===== config.mk =====
export PLATFORM = sky130hd
export DESIGN_NAME = auc_ctrl
export DESIGN_NICKNAME = d
export VERILOG_FILES = /design/src/hdl/auc_pkg.sv /design/src/hdl/auc_tx.sv /design/src/hdl/auc_ctrl.sv
export VERILOG_INCLUDE_DIRS = /design/src /design/src/hdl
export SDC_FILE = /design/constraint.sdc
export NUM_CORES = 1
export LEC_CHECK = 0
export BUFFER_PORTS_ARGS = -buffer_cell sky130_fd_sc_hd__buf_2
export CORE_UTILIZATION = 62
export DETAILED_ROUTE_END_ITERATION = 6
export PLACE_DENSITY_LB_ADDON = 0.12
export SYNTH_ARGS = -nofsm -noshare
export SYNTH_HDL_FRONTEND = slang
export SYNTH_SLANG_ARGS = --single-unit

===== constraint.sdc =====
create_clock -name clk -period 4.4 [get_ports clk]
set_input_delay 1.32 -clock clk [delete_from_list [all_inputs] [get_ports clk]]
set_output_delay 1.32 -clock clk [all_outputs]
set_load 0.05 [all_outputs]

===== src/hdl/auc_cfg.svh =====
`ifndef AUC_CFG_SVH
`define AUC_CFG_SVH
// ---------------------------------------------------------------
// command encodings and link constants
// ---------------------------------------------------------------
`define AUC_SYNC_BYTE 8'h55
`define AUC_CMD_RESET 8'h06
`define AUC_CMD_START 8'h08
`define AUC_CMD_SLEEP 8'h02
`define AUC_NIB_RDATA 4'h1
`define AUC_NIB_RREG 4'h2
`define AUC_NIB_WREG 4'h4
`define AUC_REG_NO_RESTART 3'h4
// ---------------------------------------------------------------
// timing
// ---------------------------------------------------------------
`define AUC_CLK_HZ 25000000
`define AUC_CLK_PS 40000
`define AUC_TCLK_NORM_PS 976563
`define AUC_TCLK_TURBO_PS 488281
`define AUC_START_NORM_X10 285
`define AUC_START_TURBO_X10 1050
`define AUC_FMOD_NORM_HZ 256000
`define AUC_FMOD_TURBO_HZ 512000
`define AUC_TMOD_NORM_PS 3906250
`define AUC_TMOD_TURBO_PS 1953125
`define AUC_TO_NORM_TMOD 32760
`define AUC_TO_TURBO_TMOD 65520
`define AUC_RESULT_READY_N_PULSE_TCLK 2
`endif


===== src/hdl/auc_pkg.sv =====
package auc_pkg;
  // receive sequencer
  typedef enum logic [2:0] {
    AUC_R_IDLE = 3'b000,
    AUC_R_SYNC = 3'b001,
    AUC_R_START = 3'b010,
    AUC_R_BITS = 3'b011,
    AUC_R_STOP = 3'b100
  } auc_rx_st_t;
  // conversion sequencer
  typedef enum logic [1:0] {
    AUC_C_SLEEP = 2'b00,
    AUC_C_DELAY = 2'b01,
    AUC_C_RUN = 2'b10
  } auc_cv_st_t;
  // register access request toward the register file
  typedef struct packed {
    logic stb;
    logic [2:0] addr;
    logic [7:0] data;
  } auc_reg_req_t;
  // finished conversion from the modulator/filter
  typedef struct packed {
    logic done;
    logic [15:0] data;
  } auc_result_t;
endpackage


===== src/hdl/auc_tx.sv =====
`timescale 1ns/100ps
`default_nettype none
`include "auc_cfg.svh"
module auc_tx #(
  parameter int CW = 20
) (
  input wire logic clk,
  input wire logic rst,
  input wire logic [CW-1:0] bit_len,
  input wire logic go,
  input wire logic [7:0] byte_in,
  output logic ready,
  output logic txd
);
  logic busy_q;
  logic txd_q;
  logic [8:0] sh_q;
  logic [3:0] n_q;
  logic [CW-1:0] cnt_q;

  assign ready = ~busy_q;
  assign txd = txd_q;

  // ---------------------------------------------------------------
  // serializer
  // ---------------------------------------------------------------
  // start bit, eight data bits lsb first, one stop bit
  always_ff @(posedge clk) begin
    if (rst) begin
      busy_q <= 1'b0;
      txd_q <= 1'b1;
      sh_q <= 9'h1ff;
      n_q <= 4'h0;
      cnt_q <= '0;
    end else if (!busy_q) begin
      txd_q <= 1'b1; // line idles high
      if (go) begin
        busy_q <= 1'b1;
        txd_q <= 1'b0;
        sh_q <= {1'b1, byte_in};
        n_q <= 4'h0;
        cnt_q <= '0;
      end
    end else if (cnt_q + 1'b1 >= bit_len) begin
      cnt_q <= '0;
      if (n_q == 4'h9) begin
        busy_q <= 1'b0;
        txd_q <= 1'b1;
      end else begin
        txd_q <= sh_q[0];
        sh_q <= {1'b1, sh_q[8:1]};
        n_q <= n_q + 4'h1;
      end
    end else begin
      cnt_q <= cnt_q + 1'b1;
    end
  end
endmodule
`default_nettype wire


===== src/hdl/auc_ctrl.sv =====
// Overview of operation
// - reset command bytes reset whole device
// - mode bit takes effect at next start
// - single-shot: one conversion, then low power
// - register write except 04h restarts conversion
// - continuous: buffer result, restart at once
// - first continuous start after fixed delay
// - normal mode modulator at 256 kHz
// - turbo mode modulator at 512 kHz
// - sleep finishes conversion, powers analog down
// - start wakes device in selected mode
// - receive line is never driven
// - transmit line idles high
// - result ready falls on data, rises latched
// - unread result, continuous mode with auto read off: brief high pulse, fall again
// - frames are start, eight data, stop
// - sync byte 55h precedes every command
// - idle timeout resets the receive interface
// - results are 16-bit two's complement
// - command latched mid stop bit
// - start command is 0000 100x
// - sleep command is 0000 001x
// - words go lsb byte first
`timescale 1ns/100ps
`default_nettype none
`include "auc_cfg.svh"
module auc_ctrl import auc_pkg::*; #(
  parameter int CW = 20,
  parameter int unsigned TO_NORM_CYC = int'((64'(`AUC_TO_NORM_TMOD)
    * 64'(`AUC_TMOD_NORM_PS)) / 64'(`AUC_CLK_PS)),
  parameter int unsigned TO_TURBO_CYC = int'((64'(`AUC_TO_TURBO_TMOD)
    * 64'(`AUC_TMOD_TURBO_PS)) / 64'(`AUC_CLK_PS))
) (
  input wire logic clk,
  input wire logic sys_rst,
  input wire logic reset_pin_n,
  input wire logic rx_pin,
  output logic tx_pin,
  input wire logic conversion_mode_select,
  input wire logic turbo_mode,
  input wire logic auto_read,
  input wire logic [2:0] rate_select,
  input wire logic general_io_pin_two_dir,
  input wire logic general_io_pin_two_out,
  input wire logic shared_pin_function_select,
  input wire auc_result_t conv_result,
  output logic conv_start,
  output logic [2:0] conv_rate,
  output logic conv_turbo,
  output logic analog_power_en,
  output logic osc_en,
  output logic excitation_current_source_en,
  output logic mod_tick,
  output logic result_ready_n,
  output logic general_io_pin_two_o,
  output logic general_io_pin_two_oe,
  output auc_reg_req_t reg_wr,
  output auc_reg_req_t reg_rd,
  input wire logic [7:0] reg_rd_data,
  output logic cfg_reset
);
  // least times round up, longest down
  localparam int START_NORM_CYC = (`AUC_START_NORM_X10 * `AUC_TCLK_NORM_PS
    + 10 * `AUC_CLK_PS - 1) / (10 * `AUC_CLK_PS);
  localparam int START_TURBO_CYC = (`AUC_START_TURBO_X10 * `AUC_TCLK_TURBO_PS
    + 10 * `AUC_CLK_PS - 1) / (10 * `AUC_CLK_PS);
  localparam int PULSE_CYC = `AUC_RESULT_READY_N_PULSE_TCLK * `AUC_TCLK_NORM_PS / `AUC_CLK_PS;

  // lsb of the single-byte commands is a don't-care
  function automatic logic cmd_is(input logic [7:0] b, input logic [7:0] c);
    cmd_is = (b[7:1] == c[7:1]);
  endfunction

  // ---------------------------------------------------------------
  // reset sources
  // ---------------------------------------------------------------
  logic [2:0] pin_sh_q;
  logic pin_lvl_q;
  logic cmd_rst_q;
  logic rst_all;

  // pin passes three flops; level moves once stages two and three agree
  always_ff @(posedge clk) begin
    if (sys_rst) begin
      pin_sh_q <= 3'b111;
      pin_lvl_q <= 1'b1;
    end else begin
      pin_sh_q <= {pin_sh_q[1:0], reset_pin_n};
      if (pin_sh_q[1] == pin_sh_q[2]) begin
        pin_lvl_q <= pin_sh_q[2]; // held low resets
      end
    end
  end

  assign rst_all = sys_rst | ~pin_lvl_q | cmd_rst_q;

  // config registers outside are cleared by any reset
  always_ff @(posedge clk) begin
    if (sys_rst) begin
      cfg_reset <= 1'b1;
    end else begin
      cfg_reset <= rst_all;
    end
  end

  // ---------------------------------------------------------------
  // receive line conditioning
  // ---------------------------------------------------------------
  logic [2:0] rx_sh_q;
  logic rx_lvl_q;
  logic rx_prev_q;
  logic rx_fall;
  logic rx_edge;

  // input only: this side never drives the receive line
  always_ff @(posedge clk) begin
    if (sys_rst) begin
      rx_sh_q <= 3'b111;
      rx_lvl_q <= 1'b1;
      rx_prev_q <= 1'b1;
    end else begin
      rx_sh_q <= {rx_sh_q[1:0], rx_pin};
      if (rx_sh_q[1] == rx_sh_q[2]) begin
        rx_lvl_q <= rx_sh_q[2];
      end
      rx_prev_q <= rx_lvl_q;
    end
  end

  assign rx_fall = rx_prev_q & ~rx_lvl_q;
  assign rx_edge = rx_prev_q ^ rx_lvl_q;

  // ---------------------------------------------------------------
  // receiver with baud measurement
  // ---------------------------------------------------------------
  auc_rx_st_t rst_q;
  logic [CW-1:0] cnt_q;
  logic [CW-1:0] tgt_q;
  logic [CW-1:0] bit_q;
  logic [2:0] nfall_q;
  logic [2:0] idx_q;
  logic [7:0] sh_q;
  logic sync_q;
  logic rx_stb_q;
  logic [7:0] rx_byte_q;
  logic [22:0] to_q;
  logic to_hit;
  logic [CW-1:0] span;
  logic cmd_done;
  logic wreg_pend_q;
  logic [2:0] wreg_addr_q;

  // idle timer restarts on every line edge; same wall time in both modes
  always_ff @(posedge clk) begin
    if (rst_all || rst_q == AUC_R_IDLE || rx_edge) begin
      to_q <= '0;
    end else if (!to_hit) begin
      to_q <= to_q + 23'd1;
    end
  end

  assign to_hit = to_q == (turbo_mode ? 23'(TO_TURBO_CYC) : 23'(TO_NORM_CYC));

  // first-to-fifth fall spans the count plus the closing cycle
  assign span = cnt_q + 1'b1;

  // a byte that completes a command sends the receiver back to hunting
  assign cmd_done = rx_stb_q &
    (wreg_pend_q | (rx_byte_q[7:4] != `AUC_NIB_WREG));

  always_ff @(posedge clk) begin
    if (rst_all || to_hit) begin
      rst_q <= AUC_R_IDLE; // interface reset on timeout
      sync_q <= 1'b0;
      rx_stb_q <= 1'b0;
      cnt_q <= '0;
      tgt_q <= '0;
      nfall_q <= 3'd0;
      idx_q <= 3'd0;
    end else begin
      rx_stb_q <= 1'b0;
      case (rst_q)
        AUC_R_IDLE: begin
          if (rx_fall) begin
            rst_q <= AUC_R_SYNC; // every command opens with sync
            cnt_q <= '0;
            nfall_q <= 3'd0;
          end
        end
        AUC_R_SYNC: begin
          cnt_q <= cnt_q + 1'b1;
          if (rx_fall) begin
            nfall_q <= nfall_q + 3'd1;
            // fifth falling edge of 55h lies eight bits after the first
            if (nfall_q == 3'd3) begin
              bit_q <= {3'b000, span[CW-1:3]};
              tgt_q <= {4'b0000, span[CW-1:4]};
              cnt_q <= '0;
              idx_q <= 3'd7;
              sync_q <= 1'b1;
              rst_q <= AUC_R_BITS;
            end
          end
        end
        AUC_R_START: begin
          if (cmd_done) begin
            rst_q <= AUC_R_IDLE;
          end else if (rx_fall) begin
            cnt_q <= '0;
            tgt_q <= bit_q + (bit_q >> 1);
            idx_q <= 3'd0;
            rst_q <= AUC_R_BITS;
          end
        end
        AUC_R_BITS: begin
          if (cnt_q == tgt_q) begin
            sh_q <= {rx_lvl_q, sh_q[7:1]}; // lsb arrives first
            cnt_q <= CW'(1); // hit cycle counts, else samples drift a cycle per bit
            tgt_q <= bit_q;
            idx_q <= idx_q + 3'd1;
            if (idx_q == 3'd7) begin
              rst_q <= AUC_R_STOP;
            end
          end else begin
            cnt_q <= cnt_q + 1'b1;
          end
        end
        AUC_R_STOP: begin
          if (cnt_q == tgt_q) begin
            cnt_q <= '0;
            if (!rx_lvl_q) begin
              rst_q <= AUC_R_IDLE; // framing error drops the transaction
            end else begin
              rst_q <= AUC_R_START;
              sync_q <= 1'b0;
              rx_stb_q <= ~sync_q; // latched mid stop bit
              rx_byte_q <= sh_q;
            end
          end else begin
            cnt_q <= cnt_q + 1'b1;
          end
        end
        default: rst_q <= AUC_R_IDLE;
      endcase
    end
  end

  // ---------------------------------------------------------------
  // command decode
  // ---------------------------------------------------------------
  logic start_cmd_q;
  logic sleep_cmd_q;
  logic rdata_q;
  logic wr_restart;

  always_ff @(posedge clk) begin
    if (rst_all) begin
      cmd_rst_q <= 1'b0;
      start_cmd_q <= 1'b0;
      sleep_cmd_q <= 1'b0;
      rdata_q <= 1'b0;
      wreg_pend_q <= 1'b0;
      wreg_addr_q <= 3'd0;
      reg_wr <= '0;
      reg_rd <= '0;
    end else begin
      start_cmd_q <= 1'b0;
      sleep_cmd_q <= 1'b0;
      rdata_q <= 1'b0;
      reg_wr.stb <= 1'b0;
      reg_rd.stb <= 1'b0;
      if (rx_stb_q && wreg_pend_q) begin
        reg_wr <= '{stb: 1'b1, addr: wreg_addr_q, data: rx_byte_q};
        wreg_pend_q <= 1'b0;
      end else if (rx_stb_q) begin
        cmd_rst_q <= cmd_is(rx_byte_q, `AUC_CMD_RESET);
        start_cmd_q <= cmd_is(rx_byte_q, `AUC_CMD_START);
        sleep_cmd_q <= cmd_is(rx_byte_q, `AUC_CMD_SLEEP);
        rdata_q <= rx_byte_q[7:4] == `AUC_NIB_RDATA;
        if (rx_byte_q[7:4] == `AUC_NIB_RREG) begin
          reg_rd <= '{stb: 1'b1, addr: rx_byte_q[3:1], data: 8'h00};
        end
        if (rx_byte_q[7:4] == `AUC_NIB_WREG) begin
          wreg_pend_q <= 1'b1;
          wreg_addr_q <= rx_byte_q[3:1];
        end
      end else if (rst_q == AUC_R_IDLE) begin
        wreg_pend_q <= 1'b0; // half-finished write is abandoned
      end
    end
  end

  assign wr_restart = reg_wr.stb && (reg_wr.addr != `AUC_REG_NO_RESTART);

  // ---------------------------------------------------------------
  // conversion sequencing
  // ---------------------------------------------------------------
  auc_cv_st_t cst_q;
  logic [10:0] dly_q;
  logic [10:0] dly_lim;
  logic cm_act_q;
  logic sleep_pend_q;
  logic pd_q;

  assign dly_lim = turbo_mode ? 11'(START_TURBO_CYC) : 11'(START_NORM_CYC);

  always_ff @(posedge clk) begin
    if (rst_all) begin
      cst_q <= AUC_C_SLEEP;
      dly_q <= 11'd0;
      cm_act_q <= 1'b0;
      sleep_pend_q <= 1'b0;
      pd_q <= 1'b0;
      conv_start <= 1'b0;
    end else begin
      conv_start <= 1'b0;
      if (start_cmd_q) begin
        // mode bit sampled only here
        cm_act_q <= conversion_mode_select;
        sleep_pend_q <= 1'b0;
        pd_q <= 1'b0; // wakes from power-down
        dly_q <= 11'd0;
        if (conversion_mode_select) begin
          cst_q <= AUC_C_DELAY;
        end else begin
          cst_q <= AUC_C_RUN;
          conv_start <= 1'b1;
        end
      end else if (sleep_cmd_q) begin
        if (cst_q == AUC_C_RUN) begin
          sleep_pend_q <= 1'b1; // let conversion finish
        end else begin
          cst_q <= AUC_C_SLEEP;
          pd_q <= 1'b1;
        end
      end else begin
        case (cst_q)
          AUC_C_DELAY: begin
            if (dly_q == dly_lim - 11'd1) begin
              conv_start <= 1'b1;
              cst_q <= AUC_C_RUN;
            end else begin
              dly_q <= dly_q + 11'd1;
            end
          end
          AUC_C_RUN: begin
            if (wr_restart) begin
              conv_start <= 1'b1; // abort and restart
            end else if (conv_result.done) begin
              if (cm_act_q && !sleep_pend_q) begin
                conv_start <= 1'b1;
              end else begin
                cst_q <= AUC_C_SLEEP;
                pd_q <= sleep_pend_q;
                sleep_pend_q <= 1'b0;
              end
            end
          end
          default: ;
        endcase
      end
    end
  end

  // rate and speed are frozen per conversion
  always_ff @(posedge clk) begin
    if (rst_all) begin
      conv_rate <= 3'd0;
      conv_turbo <= 1'b0;
    end else if (conv_start) begin
      conv_rate <= rate_select;
      conv_turbo <= turbo_mode;
    end
  end

  // oscillator and analog off when idle; sources stay on unless powered down
  assign analog_power_en = cst_q != AUC_C_SLEEP;
  assign osc_en = cst_q != AUC_C_SLEEP;
  assign excitation_current_source_en = ~pd_q;

  // ---------------------------------------------------------------
  // modulator clock
  // ---------------------------------------------------------------
  logic [24:0] macc_q;
  logic [24:0] msum;

  // fractional divider: 256 kHz normal, 512 kHz turbo
  assign msum = macc_q + (conv_turbo ? 25'(`AUC_FMOD_TURBO_HZ) : 25'(`AUC_FMOD_NORM_HZ));

  always_ff @(posedge clk) begin
    if (rst_all) begin
      macc_q <= '0;
      mod_tick <= 1'b0;
    end else if (msum >= 25'(`AUC_CLK_HZ)) begin
      macc_q <= msum - 25'(`AUC_CLK_HZ);
      mod_tick <= 1'b1;
    end else begin
      macc_q <= msum;
      mod_tick <= 1'b0;
    end
  end

  // ---------------------------------------------------------------
  // result buffer, ready flag and transmit queue
  // ---------------------------------------------------------------
  logic [15:0] res_q;
  logic result_ready_n_q;
  logic [5:0] pulse_q;
  logic [15:0] tx_buf_q;
  logic [1:0] tx_pend_q;
  logic rreg_wait_q;
  logic tx_ready;
  logic tx_go;
  logic auto_ld;

  assign tx_go = (tx_pend_q != 2'd0) & tx_ready;
  assign auto_ld = auto_read & ~result_ready_n_q & (pulse_q == 6'd0) & (tx_pend_q == 2'd0) & tx_ready;

  always_ff @(posedge clk) begin
    if (rst_all) begin
      res_q <= 16'h0000;
      result_ready_n_q <= 1'b1;
      pulse_q <= 6'd0;
      tx_buf_q <= 16'h0000;
      tx_pend_q <= 2'd0;
      rreg_wait_q <= 1'b0;
    end else begin
      rreg_wait_q <= reg_rd.stb;
      if (tx_go) begin
        tx_buf_q <= {8'h00, tx_buf_q[15:8]}; // low byte first
        tx_pend_q <= tx_pend_q - 2'd1;
      end
      if (pulse_q != 6'd0) begin
        pulse_q <= pulse_q - 6'd1;
        result_ready_n_q <= pulse_q != 6'd1;
      end
      if (conv_result.done) begin
        res_q <= conv_result.data; // two's complement word
        if (!result_ready_n_q && cm_act_q && !auto_read) begin
          pulse_q <= 6'(PULSE_CYC); // unread: brief high first
          result_ready_n_q <= 1'b1;
        end else begin
          result_ready_n_q <= 1'b0;
        end
      end else if (rdata_q || auto_ld) begin
        tx_buf_q <= res_q;
        tx_pend_q <= 2'd2;
        result_ready_n_q <= 1'b1; // latched for output
        pulse_q <= 6'd0;
      end else if (rreg_wait_q) begin
        tx_buf_q <= {8'h00, reg_rd_data};
        tx_pend_q <= 2'd1;
      end
    end
  end

  auc_tx #(.CW(CW)) u_tx (
    .clk(clk),
    .rst(rst_all),
    .bit_len(bit_q),
    .go(tx_go),
    .byte_in(tx_buf_q[7:0]),
    .ready(tx_ready),
    .txd(tx_pin)
  );

  // shared pin: ready flag only when output and selected
  always_ff @(posedge clk) begin
    if (sys_rst) begin
      general_io_pin_two_o <= 1'b0;
    end else begin
      general_io_pin_two_o <= shared_pin_function_select ? result_ready_n_q : general_io_pin_two_out;
    end
  end

  assign general_io_pin_two_oe = general_io_pin_two_dir;
  assign result_ready_n = result_ready_n_q;
endmodule
`default_nettype wire


# ---- Word-level counts from Yosys, hierarchy flattened
# Cells that the tools add are included.
dict set report op_classes {
  n_addsub 13
  order_cmp 2
  n_eq_ne 44
  muxes 110
  bitwise_logic 24
  reduce_logical 49
}
# cell n
set op_table {}
lappend op_table {{20-bit two-way mux} 14}
lappend op_table {{20-bit one-hot mux with 5 select lines} 1}
lappend op_table {{16-bit two-way mux} 4}
lappend op_table {{20-bit one-hot mux with 3 select lines} 1}
lappend op_table {{3-bit two-way mux} 14}
lappend op_table {{20-bit by 1-bit adder with 20-bit output (second input constant)} 2}
lappend op_table {{1-bit two-way mux} 40}
lappend op_table {{9-bit two-way mux} 4}
lappend op_table {{2-bit != test (second input constant)} 14}
lappend op_table {{2-bit two-way mux} 13}
lappend op_table {{25-bit by 19-bit adder with 25-bit output} 1}
lappend op_table {{25-bit greater-or-equal comparator (second input constant)} 1}
lappend op_table {{25-bit two-way mux} 1}
lappend op_table {{25-bit subtractor (second input constant)} 1}
lappend op_table {{12-bit two-way mux} 2}
lappend op_table {{6-bit two-way mux} 4}
lappend op_table {{23-bit by 1-bit adder with 23-bit output (second input constant)} 1}
lappend op_table {{23-bit by 22-bit == test with 1-bit output (second input constant)} 1}
lappend op_table {{20-bit == test} 1}
lappend op_table {{20-bit by 17-bit greater-or-equal comparator with 1-bit output} 1}
lappend op_table {{19-bit two-way mux} 1}
lappend op_table {{17-bit by 16-bit adder with 18-bit output} 1}
lappend op_table {{3-bit != test (second input constant)} 6}
lappend op_table {{3-bit AND reduction} 6}
lappend op_table {{other kinds (54)} 107}
dict set report totals {
  register_bits 266
  input_bits 38
  out_inout_bits 38
  wordCells 292
}

# ---- Longest topological paths before layout
# Gate-level depths: netlist of the first run.
dict set report logic_depth {
  word_depth 8
  depth_mapped 15
  ltp_nobuf 14
}

# ---- Hierarchy
# Synthesis of the first run repeated with hierarchy kept, for this count alone.
dict set report hier_totals {
  hier_cells 1559
  area_unflattened_um2 13568.0
}
# module n_inst cells_per_inst area_each_um2 seq_area_each_um2
set modules_own_cells {}
lappend modules_own_cells {auc_ctrl 1 1291 11294.6 4794.6}
lappend modules_own_cells {auc_tx 1 268 2273.4 680.7}

# ---- Least setup slack after synthesis of the first run
# OpenSTA, ideal clock, no wires.
dict set report synth_timing {
  path_kind {reg2reg}
  from {register u_tx.cnt_q[5]}
  to {register u_tx.n_q[0]}
  setup_time_ns 0.101
  t_arrival_ns 3.672
  required_ns 4.299
  path_slack_ns 0.627
  path_stages_with_launch 16
  path_buffers 2
  synth_period_minus_slack_ns 3.773
  cell_sequence {dfxtp_1 -> buf_2 -> nand4_1 -> nor4_1 -> nand3_1 -> xnor2_1 -> ha_1 -> nand4_1 -> o211ai_1 -> a2111oi_0 -> o31ai_1 -> a221o_1 -> a211oi_1 -> clkbuf_1 -> nand3_1 -> o41ai_1}
}
dict set report synth_via {
  elab_chain_cells 4
}
# element line_no
set synth_lines {}
lappend synth_lines {{from (decl)} auc_tx.sv:19} ;# logic [CW-1:0] cnt_q;
lappend synth_lines {{from (signal assigned)} auc_tx.sv:55} ;# cnt_q <= cnt_q + 1'b1;
lappend synth_lines {{20-bit by 1-bit adder with 20-bit output} auc_tx.sv:44} ;# end else if (cnt_q + 1'b1 >= bit_len) begin
lappend synth_lines {{20-bit by 17-bit greater-or-equal comparator with 1-bit output} auc_tx.sv:44}
lappend synth_lines {{2-bit != test (no line)} n/a}
lappend synth_lines {{3-bit AND reduction (no line)} n/a}
lappend synth_lines {{to (signal assigned)} auc_tx.sv:52} ;# n_q <= n_q + 4'h1;
lappend synth_lines {{to (decl)} auc_tx.sv:18} ;# logic [3:0] n_q;
# Every way passes these cells.
# A chain may end at the register's enable or synchronous reset.

# ---- Worst setup path after layout of the first run
dict set report layout_timing {
  from {register u_tx.cnt_q[0]}
  to {register u_tx.txd_q (netlist: u_tx.txd)}
}
dict set report layout_via {
  elab_chain_cells 3
}
# element line_no
set layout_lines {}
lappend layout_lines {{20-bit by 1-bit adder with 20-bit output} auc_tx.sv:44}
lappend layout_lines {{20-bit by 17-bit greater-or-equal comparator with 1-bit output} auc_tx.sv:44}
lappend layout_lines {{2-bit != test (no line)} n/a}
lappend layout_lines {{to (signal assigned)} auc_tx.sv:50} ;# txd_q <= sh_q[0];
lappend layout_lines {{to (decl)} auc_tx.sv:16} ;# logic txd_q;
# Every way passes these cells.

==> out/results.ini, run 1 <==
[finish]
final_cell_mix=dfxtp_1 (224), nor2_1 (179), nand2_1 (120), a21oi_1 (103), buf_2 (65)
areaGrowthSynthToFinish_pct=11.2
layout_commonest_cell=dfxtp_1
seq_area_sq_um=5480
fillerInstances=1689
multi_input_area_sq_um=7240
antenna_cells=0
final_nets=1656
final_util_pct=70.2
drive_above_1_share_pct=10.6

[power]
pwr-share-comb_pct=14.2
p_switching_uw=1560
leakagePower_uw=0.00583
p_sw_share_pct=26.8
peakVddDrop_mv=0.410
power_frac_seq_pct=44.0
clkPwrFrac_pct=41.8
powerDensity_nw_per_um2=393
intPower_uw=4250

[critical_path]
path_class=reg2reg
worstPathMaxFanout=14
r2r_cells=15
crit_family=compound AO/OA/AOI/OAI gates
path_cells=ha_1 -> and4_1 -> and4_1 -> nand4_1 -> xnor2_1 -> ha_1 -> nand4_1 -> o211ai_1 -> a2111oi_0 -> o31ai_1 -> a221o_1 -> a211oi_1 -> buf_4 -> nor2b_1 -> o31ai_1
path_depth=15
cpPeakStageDelay_ns=0.42
worst-path-buf-inv=1
cp_data_required_time_ns=4.81
endpoint_kind=flip-flop
crit_slowest_cell=dfxtp_1
worstPathArrival_ns=4.28
cp-start-kind=flip-flop

[clock_tree]
post-cts-setup-buffer-count=0
clkLatencyLatePin_ns=0.54
cts_root_buffer=clkbuf_16
cts_buffer_depth=3
clock_sinks=257
cts_hold_buf=0
cts_buffers=28
cts_tree=done
clk_pin_slew_worst_paths_ns=0.06
h-tree-depth=1
cts_resized=0

[sta]
rsz0062_at_grt=no
tightest_slew_ns=0.920
timing.fmax_mhz=259
setup_viol_count_final=0
tns_ns=0
slew_headroom_pct=38.5
finalHoldViolCount=0
finalCritPeriodShare_pct=87.9
clock_skew_ns=0.0146
post-route-min-period_ns=3.87
drv_slew=0

[flow_run]
drv_cap=0

[yosys]
syn_avg_cell_area_sq_um=8.74
synth_largest_area_cell=dfxtp_1
ys.flop_type=dfxtp_1
synth.cell_area_sq_um=13300
synth-seq-cells=257
yosysWarnings=0
yosysSeqAreaShare_pct=41.3
ys_types=79
synth.top_cell.area_share_pct=33.8
synthTopCellsByArea=dfxtp_1 (34%), edfxtp_1 (7.5%), ha_1 (5.6%)
async_flop_share_pct=0
synth_cells=1518
synth_edf_count=33

[placed_design]
port_buffers=65
dp.final_hpwl_microns=20600
place_congestion=0.879

[drt]
detail_route.wirelength_microns=29600
vias_per_cell=6.02
vias=11200
drt_iter0_markers=743
drtAntennaViolNets=0
drcViolationCount=0
detail_route.wl_per_cell_microns=16.0
first_pass_iters=5

[die]
rows=53
die_area_sq_um=22000
io_pins=76
die_h_microns=148
die_w_microns=148
initial_core_util_pct=63.1
design.core.area_sq_um=21000

[hold_path]
hold_depth=1
hp-class=reg2reg

[outcome]
status=complete, no violations

[global_routing]
grt_pass1_vias=10200
gr-usage-all-layers_pct=26.8
grt-ovfl-total=0
grt_pass1_wl_microns=49000
grt_max_degree=83
antenna_found_initial=0

area by class of cell:
type                            count  share of cell area [%]
Clock buffer                       38                    5.42
Inverter                           60                    1.53
Multi-Input combinational cell   1123                    49.1
Timing Repair Buffer               87                    3.41
Sequential cell                   257                    37.1
Clock inverter                     13                    1.12
Tap cell                          275                    2.33
worst register-to-register path, stage by stage, from the launching register on:
cell       delay [ns]
dfxtp_1          0.42
ha_1             0.23
and4_1           0.29
and4_1           0.31
nand4_1          0.13
xnor2_1          0.24
ha_1             0.30
nand4_1          0.10
o211ai_1         0.11
a2111oi_0        0.35
o31ai_1          0.15
a221o_1          0.39
a211oi_1         0.25
buf_4            0.25
nor2b_1          0.16
o31ai_1          0.06
worst paths after layout:
kind,from,end,slack (ns)
min reg2reg,rx_sh_q[0]$_SDFF_PP1_,rx_sh_q[1]$_SDFF_PP1_,0.40
min,rx_sh_q[0]$_SDFF_PP1_,rx_sh_q[1]$_SDFF_PP1_,0.40
max,u_tx.cnt_q[0]$_SDFFE_PP0P_,u_tx.txd$_SDFFE_PP1P_,0.53
max reg2reg,u_tx.cnt_q[0]$_SDFFE_PP0P_,u_tx.txd$_SDFFE_PP1P_,0.53
routing by layer:
metal	track usage [%]	up-vias	wire length [microns]
met5	0	-	0
met4	6.39	0	553
met3	3.80	45	1550
met2	45.3	306	13800
met1	36.1	5271	13600
li1	-	5532	-
logic make-up after synthesis:
| group | Yosys count | synth area share (%) |
|---|---|---|
| compound gates | 335 | 17.1 |
| xor+xnor | 103 | 6.80 |
| fa+ha+maj | 61 | 5.87 |
| buf+inv | 145 | 4.41 |
| flops | 257 | 41.3 |
| mux | 37 | 2.79 |
| other cells | 1 | 0.0283 |
| simple gates | 579 | 21.8 |
stage by stage:
| stage | instance area (sq um) | hold slack, ns | std cells | worst slack, ns | power, uW |
|---|---|---|---|---|---|
| 3_5_place_dp | 13800 | 0.393 | 1802 | 0.557 | 3420 |
| 6_report | 14800 | 0.405 | 1853 | 0.533 | 5810 |
| 5_1_grt | 14800 | 0.424 | 1853 | 0.202 | 6050 |
| 4_1_cts | 14800 | 0.407 | 1853 | 0.537 | 5840 |
| 3_3_place_gp | 13800 | 0.392 | 1802 | 0.710 | 3400 |
| 2_1_floorplan | 13300 | 0.389 | 1525 | 0.627 | 3230 |
state kept, by name, summed over array words and instances (netlist names), 3 cells and up:
| signal | count |
|---|---|
| idx_q | 3 |
| sh_q | 8 |
| rst_q | 3 |
| conv_rate | 3 |
| u_tx.cnt_q | 20 |
| res_q | 16 |
| reg_rd | 4 |
| rx_byte_q | 8 |
| pulse_q | 6 |
| u_tx.n_q | 4 |
| tgt_q | 18 |
| u_tx.sh_q | 8 |
| bit_q | 17 |
| to_q | 23 |
| cnt_q | 20 |
| macc_q | 19 |
| nfall_q | 3 |
| reg_wr | 12 |
| tx_buf_q | 16 |
| pin_sh_q | 3 |
| rx_sh_q | 3 |
| dly_q | 11 |
| wreg_addr_q | 3 |
power groups by stage:
stage                     combinational, uW  sequential [uW]  clock, uW
final                                   826             2550       2430
after global routing                    925             2570       2560
after CTS                               822             2550       2460
after detailed placement                816             2600          0
after global placement                  801             2600          0
after floorplan                         650             2580          0
Yosys cell counts (all sizes together) (8+ instances only):
cell,count
dfxtp,224
nor2,179
nand2,120
a21oi,103
clkbuf,67
xnor2,63
ha,59
inv,59
nand3,52
o21ai,44
xor2,40
mux2i,37
nor3,37
edfxtp,33
a22oi,31
nand4,26
and3,25
or2,21
nor2b,20
or3,19
buf,18
a21o,16
a211oi,14
o211ai,14
a221oi,13
a22o,13
nor4,13
and4,11
nand2b,11
a2111oi,9
a31oi,9
nor3b,9
o31ai,9
and2,8
nand3b,8
o21a,8
No activity file was read; power rests on OpenSTA's default activity.
==> run 2: changes to the inputs <==
--- a/config.mk
+++ b/config.mk
@@ -9,6 +9,7 @@
 export BUFFER_PORTS_ARGS = -buffer_cell sky130_fd_sc_hd__buf_2
 export CORE_UTILIZATION = 62
 export DETAILED_ROUTE_END_ITERATION = 6
+export GPL_TIMING_DRIVEN = 0
 export PLACE_DENSITY_LB_ADDON = 0.12
 export SYNTH_ARGS = -nofsm -noshare
 export SYNTH_HDL_FRONTEND = slang
==> run 2 against run 1 <==
  * First-iteration DRC count increased by 20%
  * Critical path depth unchanged
  * Register-to-register slack worse by 0.30 ns
  * Hold slack improved by 0.0063 ns
  * Global-route usage rose by 1.4 points
  * Final cell count up 3.7%
  * Clock power is 8% lower
  * Total power fell by 1.5%
  * Cell area rose by 1.3%
  * Largest power group unchanged
  * Highest routed layer unchanged
==> out/results.ini, run 2 (synthesized netlist as in run 1, its figures left out) <==
[finish]
areaGrowthSynthToFinish_pct=12.7  ; was 11.2%
instances_no_fill=1921  ; was 1853
top_register=to_q  ; unchanged
final_cell_mix=dfxtp_1 (224), nor2_1 (178), nand2_1 (120), a21oi_1 (103), clkbuf_1 (69)  ; was dfxtp_1 (224), nor2_1 (179), nand2_1 (120), a21oi_1 (103), buf_2 (65)
antenna_cells=0  ; unchanged
largest_register_ffs=23  ; unchanged
drive_above_1_share_pct=10.4  ; was 10.6%
final_nets=1725  ; was 1656
layout_commonest_cell=dfxtp_1  ; unchanged
largestRegisters=to_q (23), cnt_q (20), u_tx.cnt_q (20)  ; unchanged

[sta]
tns_ns=0  ; unchanged
finalCritPeriodShare_pct=94.8  ; was 87.9%
slew_headroom_pct=27.8  ; was 38.5%
clock_skew_ns=0.0138  ; was 0.0146 ns
drv_slew=0  ; unchanged
finalHoldViolCount=0  ; unchanged
tightest_slew_ns=1.07  ; was 0.920 ns
post-route-min-period_ns=4.17  ; was 3.87 ns
timing.fmax_mhz=240  ; was 259 MHz
setup_viol_count_final=0  ; unchanged

[hold_path]
hp-class=reg2reg  ; unchanged
hold_path_startpoint=pin_sh_q[0]$_SDFF_PP1_  ; was rx_sh_q[0]$_SDFF_PP1_

[critical_path]
cp-start-kind=flip-flop  ; unchanged
cp_data_required_time_ns=4.84  ; was 4.81 ns
r2r_start=u_tx.cnt_q[0]$_SDFFE_PP0P_  ; unchanged
path_class=reg2reg  ; unchanged
startpoint=u_tx.cnt_q[0]$_SDFFE_PP0P_  ; unchanged
endpoint_kind=flip-flop  ; unchanged
worstPathArrival_ns=4.61  ; was 4.28 ns
worstPathMaxFanout=10  ; was 14

[power]
p_switching_uw=1630  ; was 1560 uW
pwr-share-comb_pct=16.7  ; was 14.2%
power_frac_seq_pct=44.2  ; was 44.0%
p_sw_share_pct=28.6  ; was 26.8%
leakagePower_uw=0.00591  ; was 0.00583 uW
peakVddDrop_mv=0.318  ; was 0.410 mV
clkPwrFrac_pct=39.2  ; was 41.8%
powerDensity_nw_per_um2=382  ; was 393 nW/um^2
intPower_uw=4080  ; was 4250 uW

[clock_tree]
clk_pin_slew_worst_paths_ns=0.06  ; about the same
clkLatencyLatePin_ns=0.55  ; was 0.54 ns
h-tree-depth=1  ; unchanged
clock_sinks=257  ; unchanged
cts_buffer_depth=3  ; unchanged
cts_root_buffer=clkbuf_16  ; unchanged
cts_tree=done  ; unchanged
cts_buffers=27  ; was 28

[placed_design]
dp.final_hpwl_microns=22900  ; was 20600 microns
place_congestion=0.901  ; was 0.879
place_inst=1865  ; was 1802
port_buffers=65  ; unchanged

[flow_run]
drv_cap=0  ; unchanged

[die]
die_area_sq_um=22000  ; unchanged
initial_core_util_pct=63.1  ; unchanged
design.core.area_sq_um=21000  ; unchanged
die_h_microns=148  ; unchanged
die_w_microns=148  ; unchanged
io_pins=76  ; unchanged
rows=53  ; unchanged

[drt]
drt_iter0_markers=889  ; was 743
vias_per_cell=5.95  ; was 6.02
detail_route.wl_per_cell_microns=16.5  ; was 16.0 microns
first_pass_iters=6  ; was 5
drtAntennaViolNets=0  ; unchanged
drcViolationCount=0  ; unchanged
detail_route.wirelength_microns=31700  ; was 29600 microns
vias=11400  ; was 11200

[global_routing]
grt_pass1_wl_microns=50800  ; was 49000 microns
gr-usage-all-layers_pct=28.2  ; was 26.8%
grt_max_degree=18  ; was 83
grt-ovfl-total=0  ; unchanged
grt_pass1_vias=10500  ; was 10200
antenna_found_initial=0  ; unchanged

[outcome]
status=complete, no violations  ; unchanged

## run 2: cell types whose count changed in the layout (fill, tap and decap cells not counted), sizes merged
cell and change:
inv +2, clkinv +1, clkinvlp -1, clkbuf +67
bufinv -4, buf +3
## run 2: worst max-delay path, stage by stage, from the launching register on
cell       delay (ns)
dfxtp_1          0.43
ha_1             0.24
and4_1           0.28
and4_1           0.32
nand4_1          0.14
xnor2_1          0.26
ha_1             0.31
nand4_1          0.12
o211ai_1         0.12
a2111oi_0        0.40
o31ai_1          0.19
a221o_2          0.47
a211oi_4         0.34
clkbuf_4         0.27
nand3_1          0.09
o41ai_1          0.10
## run 2: layout make-up
class / count / area, sq um
Inverter: 60 / 225
Sequential cell: 257 / 5480
Tap cell: 275 / 344
Timing Repair Buffer: 72 / 378
Clock inverter: 11 / 73.8
Clock buffer: 38 / 810
Buffer: 85 / 368
Fill cell: 1655 / 6070
Multi-Input combinational cell: 1123 / 7280
## run 2: worst paths after layout
| kind | end | slack (ns) | cells after the start |
|---|---|---|---|
| worst min-delay path | pin_sh_q[1]$_SDFF_PP1_ | 0.41 | 1 |
| worst max-delay path | u_tx.n_q[0]$_SDFFE_PP0P_ | 0.23 | 15 |
| worst min register to register | pin_sh_q[1]$_SDFF_PP1_ | 0.41 | 1 |
| worst max register to register | u_tx.n_q[0]$_SDFFE_PP0P_ | 0.23 | 15 |
## run 2: through the flow
stage	hold slack, ns	cell area, sq um	setup WS, ns	total power (uW)	util (%)
global route	0.424	15000	-0.0112	5960	71.1
global placement	0.392	14000	-0.519	3430	66.4
detailed placement	0.401	14000	-0.497	3450	66.4
floorplan	0.389	13300	0.627	3230	-
finish	0.411	15000	0.230	5720	71.1
CTS	0.416	14900	0.00296	5700	70.8
## run 2: repair_timing
item,in CTS,in global routing
setup buffers,0,7
setup endpoints to repair,40,20
gates resized for setup,6,9
pin swaps,0,2
hold buffers,0,0
## run 2: power groups by stage
| stage | combinational, uW | sequential, uW | clock (uW) |
|---|---|---|---|
| floorplan | 650 | 2580 | 0 |
| global placement | 860 | 2570 | 0 |
| detailed placement | 877 | 2570 | 0 |
| CTS | 893 | 2520 | 2280 |
| global route | 1040 | 2530 | 2380 |
| finish | 953 | 2530 | 2240 |
## run 2: metal layers
layer  wire length (microns)  vias to the layer above  GRT usage (%)
li1                        -                     5668              -
met1                   14200                     5332           36.7
met2                   14800                      369           47.4
met3                    1790                       67           4.39
met4                     816                        0           10.1
met5                       0                        -              0
==> run 3: changes to the inputs <==
--- a/config.mk
+++ b/config.mk
@@ -8,6 +8,7 @@
 export LEC_CHECK = 0
 export BUFFER_PORTS_ARGS = -buffer_cell sky130_fd_sc_hd__buf_2
 export CORE_UTILIZATION = 62
+export CTS_BUF_LIST = sky130_fd_sc_hd__clkbuf_16
 export DETAILED_ROUTE_END_ITERATION = 6
 export GPL_TIMING_DRIVEN = 0
 export PLACE_DENSITY_LB_ADDON = 0.12
==> run 3 against run 2 <==
  * Combinational power is essentially flat
  * Die area is the same
  * Sequential power barely moved
  * Global-route usage hardly changed
  * Wire length fell by 0.30%
  * Setup slack improved by 0.0025 ns
  * Flip-flop and latch count stayed put
  * Clock skew grew 0.00056 ns
  * Final cell count did not move
  * Critical path depth is the same
  * Utilization down 0.24 points
  * Count of clock-buffer cells in the layout is 9 lower
==> out/results.ini, run 3 (synthesized netlist as in run 1, its figures left out) <==
[outcome]
status=complete, no violations  ; unchanged

[hold_path]
holdPathEnd=pin_sh_q[1]$_SDFF_PP1_  ; unchanged
hp-class=reg2reg  ; unchanged
hold_path_startpoint=pin_sh_q[0]$_SDFF_PP1_  ; unchanged
hold_depth=1  ; unchanged

[drt]
detail_route.wirelength_microns=31600  ; was 31700 microns
detail_route.wl_per_cell_microns=16.4  ; was 16.5 microns
vias=11500  ; was 11400
vias_per_cell=5.96  ; was 5.95
drtAntennaViolNets=0  ; unchanged
drt_iter0_markers=848  ; was 889
first_pass_iters=6  ; unchanged
drcViolationCount=0  ; unchanged

[global_routing]
grt-ovfl-total=0  ; unchanged
grt_max_degree=18  ; unchanged
antenna_found_initial=0  ; unchanged
gr-usage-all-layers_pct=28.2  ; about the same
grt_pass1_wl_microns=50800  ; about the same
grt_pass1_vias=10500  ; about the same

[critical_path]
path_class=reg2reg  ; unchanged
timing.rr.end=u_tx.n_q[0]$_SDFFE_PP0P_  ; unchanged
endpoint_kind=flip-flop  ; unchanged
cp-start-kind=flip-flop  ; unchanged
worst-path-buf-inv=1  ; unchanged
cpPeakStageDelay_ns=0.47  ; about the same
path_cells=ha_1 -> and4_1 -> and4_1 -> nand4_1 -> xnor2_1 -> ha_1 -> nand4_1 -> o211ai_1 -> a2111oi_0 -> o31ai_1 -> a221o_2 -> a211oi_4 -> clkbuf_4 -> nand3_1 -> o41ai_1  ; unchanged
crit_slowest_cell=a221o_2  ; unchanged
r2r_start=u_tx.cnt_q[0]$_SDFFE_PP0P_  ; unchanged
r2r_cells=15  ; unchanged
r2r_setup_slack_ns=0.23  ; about the same
crit_family=compound AO/OA/AOI/OAI gates  ; unchanged
cp_data_required_time_ns=4.85  ; was 4.84 ns
worstPathMaxFanout=10  ; unchanged
worstPathArrival_ns=4.61  ; about the same
path_depth=15  ; unchanged

[clock_tree]
cts_buffers=27  ; unchanged
h-tree-depth=1  ; unchanged
cts_root_buffer=clkbuf_16  ; unchanged
cts_buffer_depth=3  ; unchanged
clk_pin_slew_worst_paths_ns=0.06  ; about the same
cts_hold_buf=0  ; unchanged
cts_tree=done  ; unchanged
clock_sinks=257  ; unchanged
clkLatencyLatePin_ns=0.55  ; about the same

[finish]
layout_commonest_cell=dfxtp_1  ; unchanged
drive_above_1_share_pct=10.2  ; was 10.4%
final_cell_mix=dfxtp_1 (224), nor2_1 (178), nand2_1 (120), a21oi_1 (103), buf_2 (68)  ; was dfxtp_1 (224), nor2_1 (178), nand2_1 (120), a21oi_1 (103), clkbuf_1 (69)
top_register=to_q  ; unchanged
areaGrowthSynthToFinish_pct=12.3  ; was 12.7%
final_nets=1725  ; unchanged
antenna_cells=0  ; unchanged
largest_register_ffs=23  ; unchanged
instances_no_fill=1921  ; unchanged
largestRegisters=to_q (23), cnt_q (20), u_tx.cnt_q (20)  ; unchanged

[die]
design.core.area_sq_um=21000  ; unchanged
die_w_microns=148  ; unchanged
rows=53  ; unchanged
die_area_sq_um=22000  ; unchanged
initial_core_util_pct=63.1  ; unchanged
io_pins=76  ; unchanged
die_h_microns=148  ; unchanged

[sta]
finalCritPeriodShare_pct=94.7  ; was 94.8%
post-route-min-period_ns=4.17  ; about the same
holdWs_ns=0.411  ; about the same
tightest_slew_ns=1.09  ; was 1.07 ns
timing.fmax_mhz=240  ; about the same
slew_headroom_pct=26.6  ; was 27.8%
setup_viol_count_final=0  ; unchanged
finalHoldViolCount=0  ; unchanged
tns_ns=0  ; unchanged
clock_skew_ns=0.0144  ; was 0.0138 ns
drv_slew=0  ; unchanged

[flow_run]
drv_cap=0  ; unchanged

[placed_design]
place_congestion=0.901  ; unchanged
dp.final_hpwl_microns=22900  ; unchanged
port_buffers=65  ; unchanged
place_inst=1865  ; unchanged

[power]
powerDensity_nw_per_um2=378  ; was 382 nW/um^2
peakVddDrop_mv=0.307  ; was 0.318 mV
leakagePower_uw=0.00590  ; was 0.00591 uW

## run 3: what timing repair did
| action | in CTS | in global routing |
|---|---|---|
| endpoints found under the hold margin | 0 | 0 |
| pin swaps | 0 | 2 |
| setup buffers | 0 | 7 |
| gates resized for setup | 6 | 9 |
| endpoints found under the setup margin | 40 | 19 |
## run 3: cell type report
cell class / count / area [sq um]
plain buffers: 85 / 368
clock buffers: 29 / 726
clock inverters: 20 / 108
fillers: 1666 / 6120
inverters: 60 / 225
multi-input cells: 1123 / 7280
flip-flops and latches: 257 / 5480
well taps: 275 / 344
repair buffers: 72 / 378
## run 3: worst register-to-register path, stage by stage, from the launching register on
cell and delay [ns]:
dfxtp_1 0.43, ha_1 0.25, and4_1 0.28, and4_1 0.32, nand4_1 0.14, xnor2_1 0.26, ha_1 0.31, nand4_1 0.12
o211ai_1 0.12, a2111oi_0 0.39, o31ai_1 0.19, a221o_2 0.47, a211oi_4 0.34, clkbuf_4 0.27, nand3_1 0.09, o41ai_1 0.10
## run 3: metal layers
metal	GRT usage, %	share of wire [%]	vias up
li1	-	-	5672
met1	36.7	45	5328
met2	47.4	47	390
met3	4.36	5.9	68
met4	9.69	2.7	0
met5	0	0	-
## run 3: metrics by stage
step	power (uW)	util, %	cell area, sq um	setup WS (ns)
finish	5630	70.9	14900	0.232
global route	5860	70.9	14900	-0.00875
CTS	5600	70.5	14800	0.00321
detailed placement	3450	66.4	14000	-0.497
global placement	3430	66.4	14000	-0.519
floorplan	3230	-	13300	0.627
## run 3: worst max path at each step
stage | from | to | slack, ns
3_3_place_gp | sys_rst | bit_q[1]$_DFFE_PP_ | -0.52
5_1_grt | u_tx.cnt_q[0]$_SDFFE_PP0P_ | u_tx.sh_q[4]$_SDFFE_PP1P_ | -0.009
2_1_floorplan | u_tx.cnt_q[5]$_SDFFE_PP0P_ | u_tx.n_q[0]$_SDFFE_PP0P_ | 0.63
3_5_place_dp | sys_rst | bit_q[1]$_DFFE_PP_ | -0.50
6_report | u_tx.cnt_q[0]$_SDFFE_PP0P_ | u_tx.n_q[0]$_SDFFE_PP0P_ | 0.23
4_1_cts | u_tx.cnt_q[0]$_SDFFE_PP0P_ | u_tx.n_q[0]$_SDFFE_PP0P_ | 0.003
## run 3: where the power goes
part	switching [uW]	leakage (uW)	internal, uW	total (uW)
sequential	64.4	0.00215	2460	2530
clock	954	0.000439	1190	2150
combinational	622	0.00331	334	955
